$ cat src/adc_cmd_pkg.sv
package adc_cmd_pkg;

  // ****************************************
  // Register byte addresses (index times four)
  // ****************************************
  localparam logic [7:0] IDX_LIST_END_INFO = 8'h10;
  localparam logic [7:0] IDX_CMD_BYTE0     = 8'h14;
  localparam logic [7:0] IDX_CMD_BYTE1     = 8'h15;
  localparam logic [7:0] ADDR_CONTROL      = 8'h00;
  localparam logic [7:0] ADDR_FLAGS        = 8'h30;
  localparam logic [7:0] ADDR_LIST_END_INFO = {IDX_LIST_END_INFO[5:0], 2'b00};
  localparam logic [7:0] ADDR_CMD_BYTE0    = {IDX_CMD_BYTE0[5:0], 2'b00};
  localparam logic [7:0] ADDR_CMD_BYTE1    = {IDX_CMD_BYTE1[5:0], 2'b00};
  localparam logic [7:0] ADDR_STATUS       = 8'h60;

  // ****************************************
  // Field positions
  // ****************************************
  localparam int CTL_ENABLE_BIT      = 0;
  localparam int CTL_SOFT_RESET_BIT  = 1;
  localparam int CTL_SPECIAL_BIT     = 2;
  localparam int CTL_RESTART_BIT     = 3;
  localparam int INFO_LIST_BIT       = 7;
  localparam int INFO_BUFFER_BIT     = 6;
  localparam int CMD_TYPE_HI         = 15;
  localparam int CMD_TYPE_LO         = 14;
  localparam int CMD_RSVD_HI         = 13;
  localparam int CMD_RSVD_LO         = 12;
  localparam int CMD_FLAG_HI         = 11;
  localparam int CMD_FLAG_LO         = 8;
  localparam int CMD_HIGH_REF_BIT    = 7;
  localparam int CMD_LOW_REF_BIT     = 6;
  localparam int CMD_CHAN_HI         = 5;
  localparam int CMD_CHAN_LO         = 0;

  // ****************************************
  // Reset values and sizes
  // ****************************************
  localparam logic [3:0]  CONTROL_RESET   = 4'h0;
  localparam logic [15:0] CMD_RESET       = 16'h0000;
  localparam logic [15:0] FLAGS_RESET     = 16'h0000;
  localparam logic [1:0]  INFO_RESET      = 2'h0;
  localparam logic [4:0]  EXT_INPUT_COUNT = 5'h10;

  // ****************************************
  // Command types and channel codes
  // ****************************************
  localparam logic [1:0] CMD_NORMAL      = 2'h0;
  localparam logic [1:0] CMD_END_SEQ     = 2'h1;
  localparam logic [1:0] CMD_END_LIST    = 2'h2;
  localparam logic [1:0] CMD_END_LIST_WT = 2'h3;
  localparam logic [5:0] CHAN_FIRST_RSVD = 6'h03;
  localparam logic [5:0] CHAN_LAST_RSVD  = 6'h07;

  typedef enum logic [2:0] {
    ST_WAIT_TRIG    = 3'h0,
    ST_FETCH        = 3'h1,
    ST_CONVERT      = 3'h3,
    ST_WAIT_RESTART = 3'h2,
    ST_HALT         = 3'h6
  } seq_state_type;

endpackage

$ cat src/adc_command_decode_eol_info.sv
// The implementer's own choice: the APB register port.
`timescale 1ns/100ps
// Summary of operation
// - Disable or soft reset clears the list-end information register.
// - List-end information reads anytime; writes are ignored.
// - Bit 7 records active command list when list-end result is stored.
// - Bit 6 records active result buffer when list-end result is stored.
// - Information updates in the same cycle the list-end flag sets.
// - Command bytes read anytime; writable only with special-mode access.
// - Command type 00 is normal; sequencer fetches the next command.
// - Type 01 ends sequence; wait for trigger or restart.
// - Type 10 wraps to list top and continues without waiting.
// - Type 11 wraps; restart mode waits restart then trigger.
// - Flag select zero sets no conversion flag at conversion end.
// - Flag select n sets exactly conversion flag n.
// - Reserved command fields set command error and halt conversions.
// - Command bit 7 picks high reference input 0 or 1.
// - Command bit 6 picks low reference input 0 or 1.
// - Channel codes 0,1,2 pick low ref, high ref, midpoint.
// - Codes 3 to 7 reserved; 8 to 15 internal sources.
// - Codes 01xxxx external inputs; top bit set is reserved.
// - List-end flag sets only for list-end types after result stored.
// - Flags clear on write one; zero or no write never sets.
module adc_command_decode_eol_info
  import adc_cmd_pkg::*;
(
  input  wire logic        i_clock,
  input  wire logic        i_reset,
  input  wire logic        i_clock_enable,
  input  wire logic        psel,
  input  wire logic        penable,
  input  wire logic        pwrite,
  input  wire logic [7:0]  paddr,
  input  wire logic [31:0] pwdata,
  output logic      [31:0] o_prdata,
  output logic             o_pready,
  output logic             o_pslverr,
  input  wire logic        i_trigger,
  input  wire logic        i_restart,
  input  wire logic        i_cmd_load,
  input  wire logic [15:0] i_cmd_word,
  input  wire logic        i_conv_done,
  input  wire logic        i_active_list,
  input  wire logic        i_active_buffer,
  output logic             o_fetch_req,
  output logic             o_conv_start,
  output logic             o_list_wrap,
  output logic             o_high_ref_sel,
  output logic             o_low_ref_sel,
  output logic      [5:0]  o_channel_sel,
  output logic      [15:0] o_flags,
  output logic             o_cmd_error
);

  // ****************************************
  // Declarations
  // ****************************************
  logic [3:0]    control_r;
  logic [15:0]   cmd_r;
  logic [15:0]   flags_r;
  logic [1:0]    info_r;
  logic          cmd_error_r;
  seq_state_type state_r;
  seq_state_type state_nxt;
  logic          fetch_nxt;
  logic          start_nxt;
  logic          wrap_nxt;
  logic          pready_r;
  logic          pslverr_r;
  logic [31:0]   prdata_r;
  logic [31:0]   rdata_nxt;
  logic          mapped;
  logic          wr_en;
  logic          clear_all;
  logic          load_bad;
  logic          list_end_done;
  logic [15:0]   flag_set;
  logic [1:0]    cmd_type;

  assign wr_en     = psel & penable & pready_r & pwrite & i_clock_enable;
  assign clear_all = control_r[CTL_SOFT_RESET_BIT]
                   | ~control_r[CTL_ENABLE_BIT];
  assign cmd_type  = cmd_r[CMD_TYPE_HI:CMD_TYPE_LO];

  // ****************************************
  // Reserved field check on fetched command
  // ****************************************
  always_comb begin
    logic [5:0] chan;
    chan     = i_cmd_word[CMD_CHAN_HI:CMD_CHAN_LO];
    load_bad = 1'b0;
    if (i_cmd_word[CMD_RSVD_HI:CMD_RSVD_LO] != 2'h0) begin
      load_bad = 1'b1;
    end
    if (chan >= CHAN_FIRST_RSVD && chan <= CHAN_LAST_RSVD) begin
      load_bad = 1'b1;
    end
    if (chan[5] || (chan[4] && {1'b0, chan[3:0]} >= EXT_INPUT_COUNT)) begin
      load_bad = 1'b1;
    end
  end

  // ****************************************
  // APB slave timing
  // ****************************************
  always_comb begin
    mapped    = 1'b1;
    rdata_nxt = 32'h0000_0000;
    case (paddr)
      ADDR_CONTROL: begin
        rdata_nxt[3:0] = control_r;
      end
      ADDR_FLAGS: begin
        rdata_nxt[15:0] = flags_r;
      end
      ADDR_LIST_END_INFO: begin
        rdata_nxt[INFO_LIST_BIT]   = info_r[1];
        rdata_nxt[INFO_BUFFER_BIT] = info_r[0];
      end
      ADDR_CMD_BYTE0: begin
        rdata_nxt[7:0] = cmd_r[15:8];
      end
      ADDR_CMD_BYTE1: begin
        rdata_nxt[7:0] = cmd_r[7:0];
      end
      ADDR_STATUS: begin
        rdata_nxt[0]   = cmd_error_r;
        rdata_nxt[4:2] = state_r;
      end
      default: begin
        mapped = 1'b0;
      end
    endcase
  end

  always_ff @(posedge i_clock) begin
    if (i_reset) begin
      pready_r  <= 1'b0;
      pslverr_r <= 1'b0;
      prdata_r  <= 32'h0000_0000;
    end else if (i_clock_enable) begin
      pready_r  <= psel & ~penable;
      pslverr_r <= psel & ~penable & ~mapped;
      if (psel && !penable && !pwrite) begin
        prdata_r <= rdata_nxt;
      end
    end
  end

  // ****************************************
  // Control register
  // ****************************************
  always_ff @(posedge i_clock) begin
    if (i_reset) begin
      control_r <= CONTROL_RESET;
    end else if (wr_en && paddr == ADDR_CONTROL) begin
      control_r <= pwdata[3:0];
    end
  end

  // ****************************************
  // Command register
  // ****************************************
  always_ff @(posedge i_clock) begin
    if (i_reset) begin
      cmd_r <= CMD_RESET;
    end else if (i_clock_enable) begin
      if (i_cmd_load && state_r == ST_FETCH) begin
        cmd_r <= i_cmd_word;
      end else if (wr_en && control_r[CTL_SPECIAL_BIT]) begin
        if (paddr == ADDR_CMD_BYTE0) begin
          cmd_r[15:8] <= pwdata[7:0];
        end
        if (paddr == ADDR_CMD_BYTE1) begin
          cmd_r[7:0] <= pwdata[7:0];
        end
      end
    end
  end

  // ****************************************
  // Sequencer
  // ****************************************
  always_comb begin
    state_nxt = state_r;
    fetch_nxt = 1'b0;
    start_nxt = 1'b0;
    wrap_nxt  = 1'b0;
    case (state_r)
      ST_WAIT_TRIG: begin
        if (i_trigger || i_restart) begin
          state_nxt = ST_FETCH;
          fetch_nxt = 1'b1;
          wrap_nxt  = i_restart;
        end
      end
      ST_FETCH: begin
        if (i_cmd_load) begin
          if (load_bad) begin
            state_nxt = ST_HALT;
          end else begin
            state_nxt = ST_CONVERT;
            start_nxt = 1'b1;
          end
        end
      end
      ST_CONVERT: begin
        if (i_conv_done) begin
          case (cmd_type)
            CMD_NORMAL: begin
              state_nxt = ST_FETCH;
              fetch_nxt = 1'b1;
            end
            CMD_END_SEQ: begin
              state_nxt = ST_WAIT_TRIG;
            end
            CMD_END_LIST: begin
              state_nxt = ST_FETCH;
              fetch_nxt = 1'b1;
              wrap_nxt  = 1'b1;
            end
            default: begin
              wrap_nxt  = 1'b1;
              state_nxt = control_r[CTL_RESTART_BIT] ? ST_WAIT_RESTART
                                                     : ST_WAIT_TRIG;
            end
          endcase
        end
      end
      ST_WAIT_RESTART: begin
        if (i_restart) begin
          state_nxt = ST_WAIT_TRIG;
        end
      end
      ST_HALT: begin
        state_nxt = ST_HALT;
      end
      default: begin
        state_nxt = ST_WAIT_TRIG;
      end
    endcase
  end

  always_ff @(posedge i_clock) begin
    if (i_reset) begin
      state_r      <= ST_WAIT_TRIG;
      o_fetch_req  <= 1'b0;
      o_conv_start <= 1'b0;
      o_list_wrap  <= 1'b0;
    end else if (i_clock_enable) begin
      if (clear_all) begin
        state_r      <= ST_WAIT_TRIG;
        o_fetch_req  <= 1'b0;
        o_conv_start <= 1'b0;
        o_list_wrap  <= 1'b0;
      end else begin
        state_r      <= state_nxt;
        o_fetch_req  <= fetch_nxt;
        o_conv_start <= start_nxt;
        o_list_wrap  <= wrap_nxt;
      end
    end
  end

  // ****************************************
  // Command error flag
  // ****************************************
  always_ff @(posedge i_clock) begin
    if (i_reset) begin
      cmd_error_r <= 1'b0;
    end else if (i_clock_enable) begin
      if (clear_all) begin
        cmd_error_r <= 1'b0;
      end else if (state_r == ST_FETCH && i_cmd_load && load_bad) begin
        cmd_error_r <= 1'b1;
      end
    end
  end

  // ****************************************
  // Interrupt flags
  // ****************************************
  assign list_end_done = state_r == ST_CONVERT && i_conv_done
                       && cmd_type[1] && !clear_all;

  assign flag_set[0] = list_end_done;

  genvar gi;
  generate
    for (gi = 1; gi < 16; gi++) begin : g_flag
      assign flag_set[gi] = state_r == ST_CONVERT && i_conv_done
                 && cmd_r[CMD_FLAG_HI:CMD_FLAG_LO] == 4'(gi);
      always_ff @(posedge i_clock) begin
        if (i_reset) begin
          flags_r[gi] <= FLAGS_RESET[gi];
        end else if (i_clock_enable) begin
          if (clear_all) begin
            flags_r[gi] <= 1'b0;
          end else if (flag_set[gi]) begin
            flags_r[gi] <= 1'b1;
          end else if (wr_en && paddr == ADDR_FLAGS && pwdata[gi]) begin
            flags_r[gi] <= 1'b0;
          end
        end
      end
    end
  endgenerate

  always_ff @(posedge i_clock) begin
    if (i_reset) begin
      flags_r[0] <= FLAGS_RESET[0];
    end else if (i_clock_enable) begin
      if (clear_all) begin
        flags_r[0] <= 1'b0;
      end else if (flag_set[0]) begin
        flags_r[0] <= 1'b1;
      end else if (wr_en && paddr == ADDR_FLAGS && pwdata[0]) begin
        flags_r[0] <= 1'b0;
      end
    end
  end

  // ****************************************
  // List-end information
  // ****************************************
  always_ff @(posedge i_clock) begin
    if (i_reset) begin
      info_r <= INFO_RESET;
    end else if (i_clock_enable) begin
      // cleared when off or soft reset
      if (clear_all) begin
        info_r <= INFO_RESET;
      end else if (list_end_done) begin
        info_r <= {i_active_list, i_active_buffer};
      end
    end
  end

  // ****************************************
  // Outputs
  // ****************************************
  assign o_prdata  = prdata_r;
  assign o_pready  = pready_r;
  assign o_pslverr = pslverr_r;
  assign o_high_ref_sel = cmd_r[CMD_HIGH_REF_BIT];
  assign o_low_ref_sel  = cmd_r[CMD_LOW_REF_BIT];
  assign o_channel_sel  = cmd_r[CMD_CHAN_HI:CMD_CHAN_LO];
  assign o_flags        = flags_r;
  assign o_cmd_error    = cmd_error_r;

endmodule

$ cat config.mk
export PLATFORM = sky130hd
export DESIGN_NAME = adc_command_decode_eol_info
export DESIGN_NICKNAME = d
export VERILOG_FILES = /design/src/adc_cmd_pkg.sv /design/src/adc_command_decode_eol_info.sv
export SDC_FILE = /design/constraint.sdc
export NUM_CORES = 1
export LEC_CHECK = 0
export BUFFER_PORTS_ARGS = -buffer_cell sky130_fd_sc_hd__buf_2
export CAP_MARGIN = 25
export CORE_UTILIZATION = 40
export CTS_CLUSTER_DIAMETER = 40
export DETAILED_ROUTE_END_ITERATION = 7
export PLACE_DENSITY = 0.72
export SLEW_MARGIN = 25
export SYNTH_ARGS = -nofsm -noshare
export SYNTH_HDL_FRONTEND = slang
export SYNTH_SLANG_ARGS = --single-unit
$ cat constraint.sdc
create_clock -name i_clock -period 2.11 [get_ports i_clock]
set_clock_uncertainty 0.1 [all_clocks]
set_input_delay 0.422 -clock i_clock [delete_from_list [all_inputs] [get_ports i_clock]]
set_output_delay 0.422 -clock i_clock [all_outputs]
set_load 0.01 [all_outputs]
# After elaboration in Yosys (flattened, before gate mapping)

Index checks and enable logic that the tools add are counted.

Bits in registers: 63
Bits of input ports: 68
Output and inout bits: 62
Word-level logic and storage cells: 256

$lt $le $gt $ge: 2
Equal/unequal tests: 30
Muxes and demuxes: 90
Bitwise gates (word level): 10
Reduce and logical (&&, ||, !) cells: 96

Operators by type and width:

| operator                                                                             | count |
|---|---|
| 1-bit 2-to-1 mux                                                                     | 66 |
| 3-bit nonzero test                                                                   | 16 |
| 1-bit logical AND                                                                    | 42 |
| 2-bit AND reduction                                                                  | 19 |
| 4-bit == test (second input constant)                                                | 8 |
| 8-bit by 7-bit == test with 1-bit output (second input constant)                     | 4 |
| 16-bit 2-to-1 mux                                                                    | 2 |
| 8-bit 2-to-1 mux                                                                     | 3 |
| 3-bit 2-to-1 mux                                                                     | 6 |
| 4-bit by 3-bit == test with 1-bit output (second input constant)                     | 4 |
| 3-bit one-hot mux with 5 select lines                                                | 1 |
| 3-bit inequality test (second input constant)                                        | 4 |
| 2-bit nonzero test                                                                   | 6 |
| 2-bit one-hot mux with 5 select lines                                                | 1 |
| 4-bit by 2-bit == test with 1-bit output (second input constant)                     | 2 |
| 8-bit by 6-bit == test with 1-bit output (second input constant)                     | 1 |
| 8-bit logical NOT                                                                    | 1 |
| 1-bit one-hot mux with 4 select lines                                                | 2 |
| 2-bit one-hot mux with 4 select lines                                                | 1 |
| 1-bit AND                                                                            | 6 |
| 3-bit by 2-bit == test with 1-bit output (second input constant)                     | 2 |
| 6-bit by 2-bit greater-or-equal comparator with 1-bit output (second input constant) | 1 |
| 6-bit by 3-bit <= comparator with 1-bit output (second input constant)               | 1 |
| 2-bit 2-to-1 mux                                                                     | 3 |
| 19 further kinds                                                                     | 26 |

# Logic depth before layout (Yosys ltp)

Gate-level depths: netlist (run 1).

Depth in word-level cells: 9
Depth in mapped cells: 7

# Worst setup path after synthesis (run 1)

Ideal clock, no wire load.

Path kind: input to register
From: input paddr[1]
To: register control_r[0]
Arrival: 1.964 ns
Setup slack: -0.082 ns
Stages: 6
Cell sequence: or4_4 -> buf_6 -> or3_4 -> nor4_4 -> mux2i_1 -> nor2_1

Cells in the longest elaborated chain, start to end: 2

RTL lines:

| item                 | RTL line                           | source |
|---|---|---|
| start, declared      | adc_command_decode_eol_info.sv:33  | `input wire logic [7:0] paddr,` |
| 8-bit logical NOT    | adc_command_decode_eol_info.sv:156 | `end else if (wr_en && paddr == ADDR_CONTROL) begin` |
| 1-bit logical AND    | adc_command_decode_eol_info.sv:156 |  |
| end signal, assigned | adc_command_decode_eol_info.sv:157 | `control_r <= pwdata[3:0];` |
| end, declared        | adc_command_decode_eol_info.sv:58  | `logic [3:0] control_r;` |

Every way passes these cells.
A chain may end at the register's enable or synchronous reset.

# Worst setup path in the final report (run 1)

From: input paddr[1]
To: register prdata_r[2] (netlist: o_prdata[2])

Cells in the longest elaborated chain, start to end: 2

RTL lines:

| item                                                                   | RTL line                           | source |
|---|---|---|
| 8-bit by 7-bit == test with 1-bit output, or another cell as far along | adc_command_decode_eol_info.sv:109 | `case (paddr)` |
| 2-bit one-hot mux with 5 select lines (*)                              | adc_command_decode_eol_info.sv:109 |  |
| end signal, assigned                                                   | adc_command_decode_eol_info.sv:145 | `prdata_r <= rdata_nxt;` |
| end, declared                                                          | adc_command_decode_eol_info.sv:70  | `logic [31:0] prdata_r;` |

Mark *: on every way between the ends. The rest lies on a longest branch, timed or not.

==> results of run 1 <==
[per-stage QoR]
step	cells	area, um^2
global placement	604	4080
CTS	620	4300
floorplan	419	3490
detailed placement	604	4080
global route	620	4300
finish	620	4300
[metal layers]
layer / GRT usage, % / up-vias
met4: 6.69 / 0
met3: 5.72 / 16
li1: - / 1693
met5: 0 / -
met1: 33.1 / 1729
met2: 40.3 / 180
[cell usage in the layout (no fill, tap or decap), types with 3 or more instances in the layout]
master and n:
o22ai_1 17, and3_1 6, dfxtp_1 63, nor3_1 7, nor2b_1 7, nor2_1 33, o21ai_0 14, nand3_1 13
buf_4 32, conb_1 16, mux2i_1 25, buf_2 97, a22oi_1 33, a31oi_1 7, nor3b_1 3, inv_1 4
a211oi_1 5, nand4_1 5, a21o_1 4, a311oi_1 13, a21oi_1 26, and2_1 11, nand2_1 23, nand2b_1 4
clkbuf_8 9, nor3_2 3
[registers in the layout (all words and copies together), names as in the netlist]
register	cells
cmd_r	16
control_r	4
info_r	2
o_cmd_error	1
o_conv_start	1
o_fetch_req	1
o_flags	16
o_list_wrap	1
o_prdata	16
o_pready	1
o_pslverr	1
state_r	3
[cells in the mapped netlist (2+ instances only)]
| library cell | instances | share of area (%) |
|---|---|---|
| nor2_1 | 33 | 3.6 |
| nor3b_1 | 3 | 0.66 |
| dfxtp_1 | 63 | 37 |
| o31ai_1 | 2 | 0.44 |
| inv_1 | 4 | 0.44 |
| o22ai_1 | 17 | 3.1 |
| nor3_2 | 3 | 0.88 |
| and3_1 | 6 | 1.1 |
| nand2b_1 | 4 | 0.73 |
| a221oi_1 | 2 | 0.51 |
| mux2i_1 | 25 | 7.3 |
| a22oi_1 | 33 | 7.2 |
| buf_2 | 4 | 0.58 |
| a311oi_1 | 13 | 3.3 |
| nand4_1 | 5 | 0.91 |
| buf_4 | 22 | 4.8 |
| clkbuf_1 | 22 | 2.4 |
| nand3_1 | 13 | 1.9 |
| nand3b_1 | 2 | 0.44 |
| and2_1 | 11 | 2.0 |
| o21ai_0 | 14 | 2.0 |
| nor3_1 | 7 | 1.0 |
| nand2_1 | 23 | 2.5 |
| nor2b_1 | 7 | 1.3 |
| a21o_1 | 4 | 0.88 |
| a31oi_1 | 7 | 1.3 |
| a211oi_1 | 5 | 1.1 |
| a21oi_1 | 26 | 3.8 |
| or3_1 | 2 | 0.36 |
[worst min path at each step]
stage | start | end | slack, ns | cells after the start
floorplan | o_prdata[5]$_SDFFE_PP0P_ | o_prdata[5]$_SDFFE_PP0P_ | 0.38 | 2
finish | pwdata[14] | o_flags[14]$_SDFFE_PP0P_ | 0.16 | 2
global route | pwdata[14] | o_flags[14]$_SDFFE_PP0P_ | 0.15 | 2
CTS | pwdata[15] | o_flags[15]$_SDFFE_PP0P_ | 0.16 | 2
global placement | o_list_wrap$_SDFFE_PP0P_ | o_list_wrap$_SDFFE_PP0P_ | 0.34 | 2
detailed placement | o_prdata[5]$_SDFFE_PP0P_ | o_prdata[5]$_SDFFE_PP0P_ | 0.35 | 2
[report_power, final]
group          internal [W]  leakage (nW)  total [W]  switching, W
Sequential          0.00119         0.508    0.00120    0.00000369
Clock              0.000666         0.105    0.00118      0.000513
Combinational     0.0000822          1.09   0.000224      0.000142
[cell families after synthesis]
logic type	synth area share, %
AO/OA/AOI/OAI	25.8
AND/OR/NAND/NOR	21.1
flip-flops	36.8
buffers and inverters	8.72
multiplexers	7.30
XOR/XNOR	0.255
other	0.109
[final cells by class]
| type | count | area share, % |
|---|---|---|
| clock buffer | 9 | 2.88 |
| clock inverter | 7 | 2.27 |
| inverter | 4 | 0.349 |
| multi-input combinational | 302 | 44.8 |
| sequential | 63 | 29.3 |
| tap | 105 | 3.05 |
| timing repair buffer | 130 | 17.3 |
[worst reg2reg max path, cell delays in order (launching register included)]
cell and delay (ns):
dfxtp_1 0.47, nand3_1 0.14, or2_2 0.34, nor3b_2 0.20, buf_4 0.19, nand3_1 0.09, a311oi_1 0.30
==> results_dict.tcl, run 1 <==
set metrics [dict create \
    postCtsSetupRepairBufs 0 \
    fin_hold_ws_ns 0.162 \
    drv_slew 0 \
    cp-startpoint "paddr[1]" \
    syn-cell-area_um2 3430 \
    fin_tns_setup_ns 0 \
    crit_slowest_cell "or4_4" \
    antenna_found_initial 0 \
    routabilityCongestion 0.954 \
    initial_utilization_pct 41.5 \
    period_share_pct 91.8 \
    clock_latency_ns 0.34 \
    setup_ws_ns 0.174 \
    setup_viol 0 \
    ctsResizeCount 0 \
    fp.coreArea_um2 8260 \
    drt-initial-drc-count 360 \
    cellPowerDensity_nw_per_um2 605 \
    hold_viol 0 \
    grt_pass1_vias 3377 \
    cts.path.max_buffers 2 \
    cp_top_family "simple AND/OR/NAND/NOR gates" \
    cts.sinks 63 \
    io_pins 130 \
    layout_min_cycle_time_ns 1.94 \
    hold_class "primary input to flip-flop" \
    crit_type "primary input to flip-flop" \
    ir_worst_vdd_mv 0.358 \
    dieHeight_um 94.6 \
    num_rows 33 \
    drc_errors 0 \
    reg2reg_slack_ns 0.21 \
    path_clk_slew_ns 0.07 \
    cap_violations 0 \
    grt_util_all_layers_pct 24.9 \
    cp.depth 7 \
    clock-root-buffer "clkbuf_8" \
    rsz0062_at_grt "false" \
    via_count 3618 \
    max_stage_delay_ns 0.56 \
    reg2regPathDepth 6 \
    fin_util_pct 52.1 \
    cp_num_buf_inv 2 \
    status "complete, no violations" \
    fmax_mhz 516 \
    htree_levels 3 \
    place_ws_ns -0.146 \
    syn_inst 404 \
    ant_nets 0 \
    top_layer_used "met4" \
    worstReg2RegEnd "o_flags[11]$_SDFFE_PP0P_" \
    area_growth_syn_to_layout_pct 25.4 \
    wl_met2_mm 5.10 \
    postCtsHoldBufs 0 \
    gr-total-overflow 0 \
    finalWirelength_mm 10.9 \
    dieArea_um2 8950 \
    endpoint "o_prdata[2]$_SDFFE_PP0P_" \
    drt-pass1-iter-count 6 \
    reg2reg_from "state_r[0]$_SDFFE_PP0P_" \
    async_flop_share_pct 0 \
    synth_edf_count 0 \
    crit_arrival_ns 2.10 \
    multi_input_area_um2 1930 \
    ys.flop_type "dfxtp_1" \
    end_kind "flip-flop" \
    fillCellCount 801 \
    regArea_um2 1260 \
    tightest_slew_ns 0.581 \
    yosys_warnings 0 \
    cts_buffers 9 \
    cts_tree "done" \
    startpoint_type "primary input" \
    nets 578 \
    ys_types 51 \
    grt_max_degree 21 \
    n_antenna_cell 0 \
    vias_per_cell 5.84 \
    wl_met1_mm 4.74 \
    hpwlAfterDp_mm 8.28 \
    grt_first_pass_wirelength_mm 17.1 \
    synth_seq_area_share_pct 36.8 \
    crit_chain "buf_2, or4_4, buf_4, nor3_1, and3_1, a21oi_1, a211oi_1" \
    wl_met3_um 927 \
    avgSynthCellArea_um2 8.49 \
    drive_above_1_share_pct 30.5 \
    p_leak_nw 1.70 \
    maxSlewHeadroom_pct 60.9 \
    die_w_um 94.6 \
    wl_per_cell_um 17.6 \
    cp.required_ns 2.27 \
    portBuffers 97 \
    power_w 0.00260 \
    ys_ff_latch 63 \
    critical_path.max_fanout 6 \
]
No activity file was read; power rests on OpenSTA's default activity.
==> run 2: changes to the inputs <==
Settings changed: PLACE_DENSITY 0.72 to 0.69.
Clock period 2.11 ns to 2.27 ns, I/O delays scaled along.
==> results_dict.tcl, run 2 (synthesized netlist as in run 1, its figures left out) <==
set metrics [dict create \
    status "complete, no violations" \
    postCtsSetupRepairBufs 0 \
    min-delay-start "pwdata[14]" \
    fp.coreArea_um2 8260 \
    reg2regPathDepth 6 \
    drv_slew 0 \
    critical_path.max_fanout 10 \
    hold_class "primary input to flip-flop" \
    crit_arrival_ns 2.13 \
    cts_tree "done" \
    finalWirelength_mm 10.8 \
    antenna_found_initial 0 \
    fillCellCount 805 \
    wl_per_cell_um 17.6 \
    fmax_mhz 509 \
    ir_worst_vdd_mv 0.282 \
    power_w 0.00223 \
    layout.cells.non_filler 612 \
    grt_first_pass_wirelength_mm 16.6 \
    dieHeight_um 94.6 \
    num_rows 33 \
    maxSlewHeadroom_pct 58.6 \
    htree_levels 3 \
    dieArea_um2 8950 \
    crit_type "flip-flop to flip-flop" \
    ctsResizeCount 0 \
    clock_latency_ns 0.36 \
    setup_viol 0 \
    hold_viol 0 \
    n_antenna_cell 0 \
    portBuffers 97 \
    startpoint_type "flip-flop" \
    min_path_cells 2 \
    clock-root-buffer "clkbuf_8" \
    area_growth_syn_to_layout_pct 22.8 \
    via_count 3604 \
    cts_buffers 9 \
    drc_errors 0 \
    place_ws_ns -0.0139 \
    drive_above_1_share_pct 29.4 \
    whs_endpoint "o_flags[14]$_SDFFE_PP0P_" \
    vias_per_cell 5.89 \
    gr-total-overflow 0 \
    io_pins 130 \
    cts.sinks 63 \
    end_kind "flip-flop" \
    nets 570 \
    final_common_cell "buf_2" \
    hpwlAfterDp_mm 8.15 \
    setup_ws_ns 0.304 \
    reg2reg_from "state_r[1]$_SDFFE_PP0P_" \
    postCtsHoldBufs 0 \
    layout_common_cells "buf_2 (97), dfxtp_1 (63), a22oi_1 (33), nor2_1 (33), a21oi_1 (26)" \
    tightest_slew_ns 0.621 \
    drt-pass1-iter-count 7 \
    cap_violations 0 \
    grt_util_all_layers_pct 24.5 \
    post-place-cells 596 \
    fin_util_pct 51.0 \
    path_clk_slew_ns 0.08 \
    cp.required_ns 2.43 \
    reg2reg_slack_ns 0.30 \
    period_share_pct 86.6 \
    drt-initial-drc-count 314 \
    initial_utilization_pct 41.5 \
    worstReg2RegEnd "o_flags[7]$_SDFFE_PP0P_" \
    routabilityCongestion 0.894 \
    p_leak_nw 1.64 \
    cts.path.max_buffers 2 \
    grt_pass1_vias 3304 \
    grt_max_degree 26 \
    die_w_um 94.6 \
    ant_nets 0 \
    cellPowerDensity_nw_per_um2 530 \
    rsz0062_at_grt "false" \
    layout_min_cycle_time_ns 1.97 \
]
## run 2: critical path, stage by stage (launching register included)
cell and delay, ns:
dfxtp_1 0.38, buf_4 0.19, and4b_1 0.29, nand2_1 0.07, nor2_1 0.40, nand3_1 0.14
a311oi_1 0.29
## run 2: final cells by class
| type | count | area, um^2 | share of cell area, % |
|---|---|---|---|
| well taps | 105 | 131 | 3.12 |
| clock inverters | 7 | 56.3 | 1.34 |
| repair buffers | 122 | 698 | 16.6 |
| multi-input cells | 302 | 1930 | 45.7 |
| flip-flops and latches | 63 | 1260 | 29.9 |
| clock buffers | 9 | 124 | 2.94 |
| inverters | 4 | 15.0 | 0.357 |
## run 2: per-stage QoR
stage	hold slack (ns)	area [um^2]	TNS, ns
after global placement	0.340	4030	0
after floorplan	0.376	3490	0
after global routing	0.176	4210	0
after detailed placement	0.342	4030	-0.0249
final	0.175	4210	0
after CTS	0.166	4210	0
## run 2: worst max path at each step
stage | from | to | slack [ns] | depth (start not counted)
finish | state_r[1]$_SDFFE_PP0P_ | o_flags[7]$_SDFFE_PP0P_ | 0.30 | 6
global route | state_r[1]$_SDFFE_PP0P_ | o_flags[7]$_SDFFE_PP0P_ | 0.20 | 6
CTS | state_r[0]$_SDFFE_PP0P_ | o_flags[3]$_SDFFE_PP0P_ | 0.33 | 5
detailed placement | paddr[1] | o_prdata[3]$_SDFFE_PP0P_ | -0.01 | 7
global placement | paddr[1] | o_prdata[2]$_SDFFE_PP0P_ | 0.007 | 7
floorplan | paddr[1] | control_r[0]$_SDFFE_PP0P_ | 0.05 | 6
## run 2: report_power, final
group | internal, W | total, W | switching (W)
sequential | 0.00111 | 0.00111 | 0.00000366
clock | 0.000407 | 0.000919 | 0.000512
combinational | 0.0000736 | 0.000202 | 0.000129
total | 0.00159 | 0.00223 | 0.000645
## run 2: per-layer routing
layer	vias to the layer above	share of wire [%]	GRT usage, %
met4	0	2.0	11.1
met2	165	46	39.2
met1	1735	45	32.2
met3	19	6.9	4.19
li1	1685	-	-
met5	-	0	0
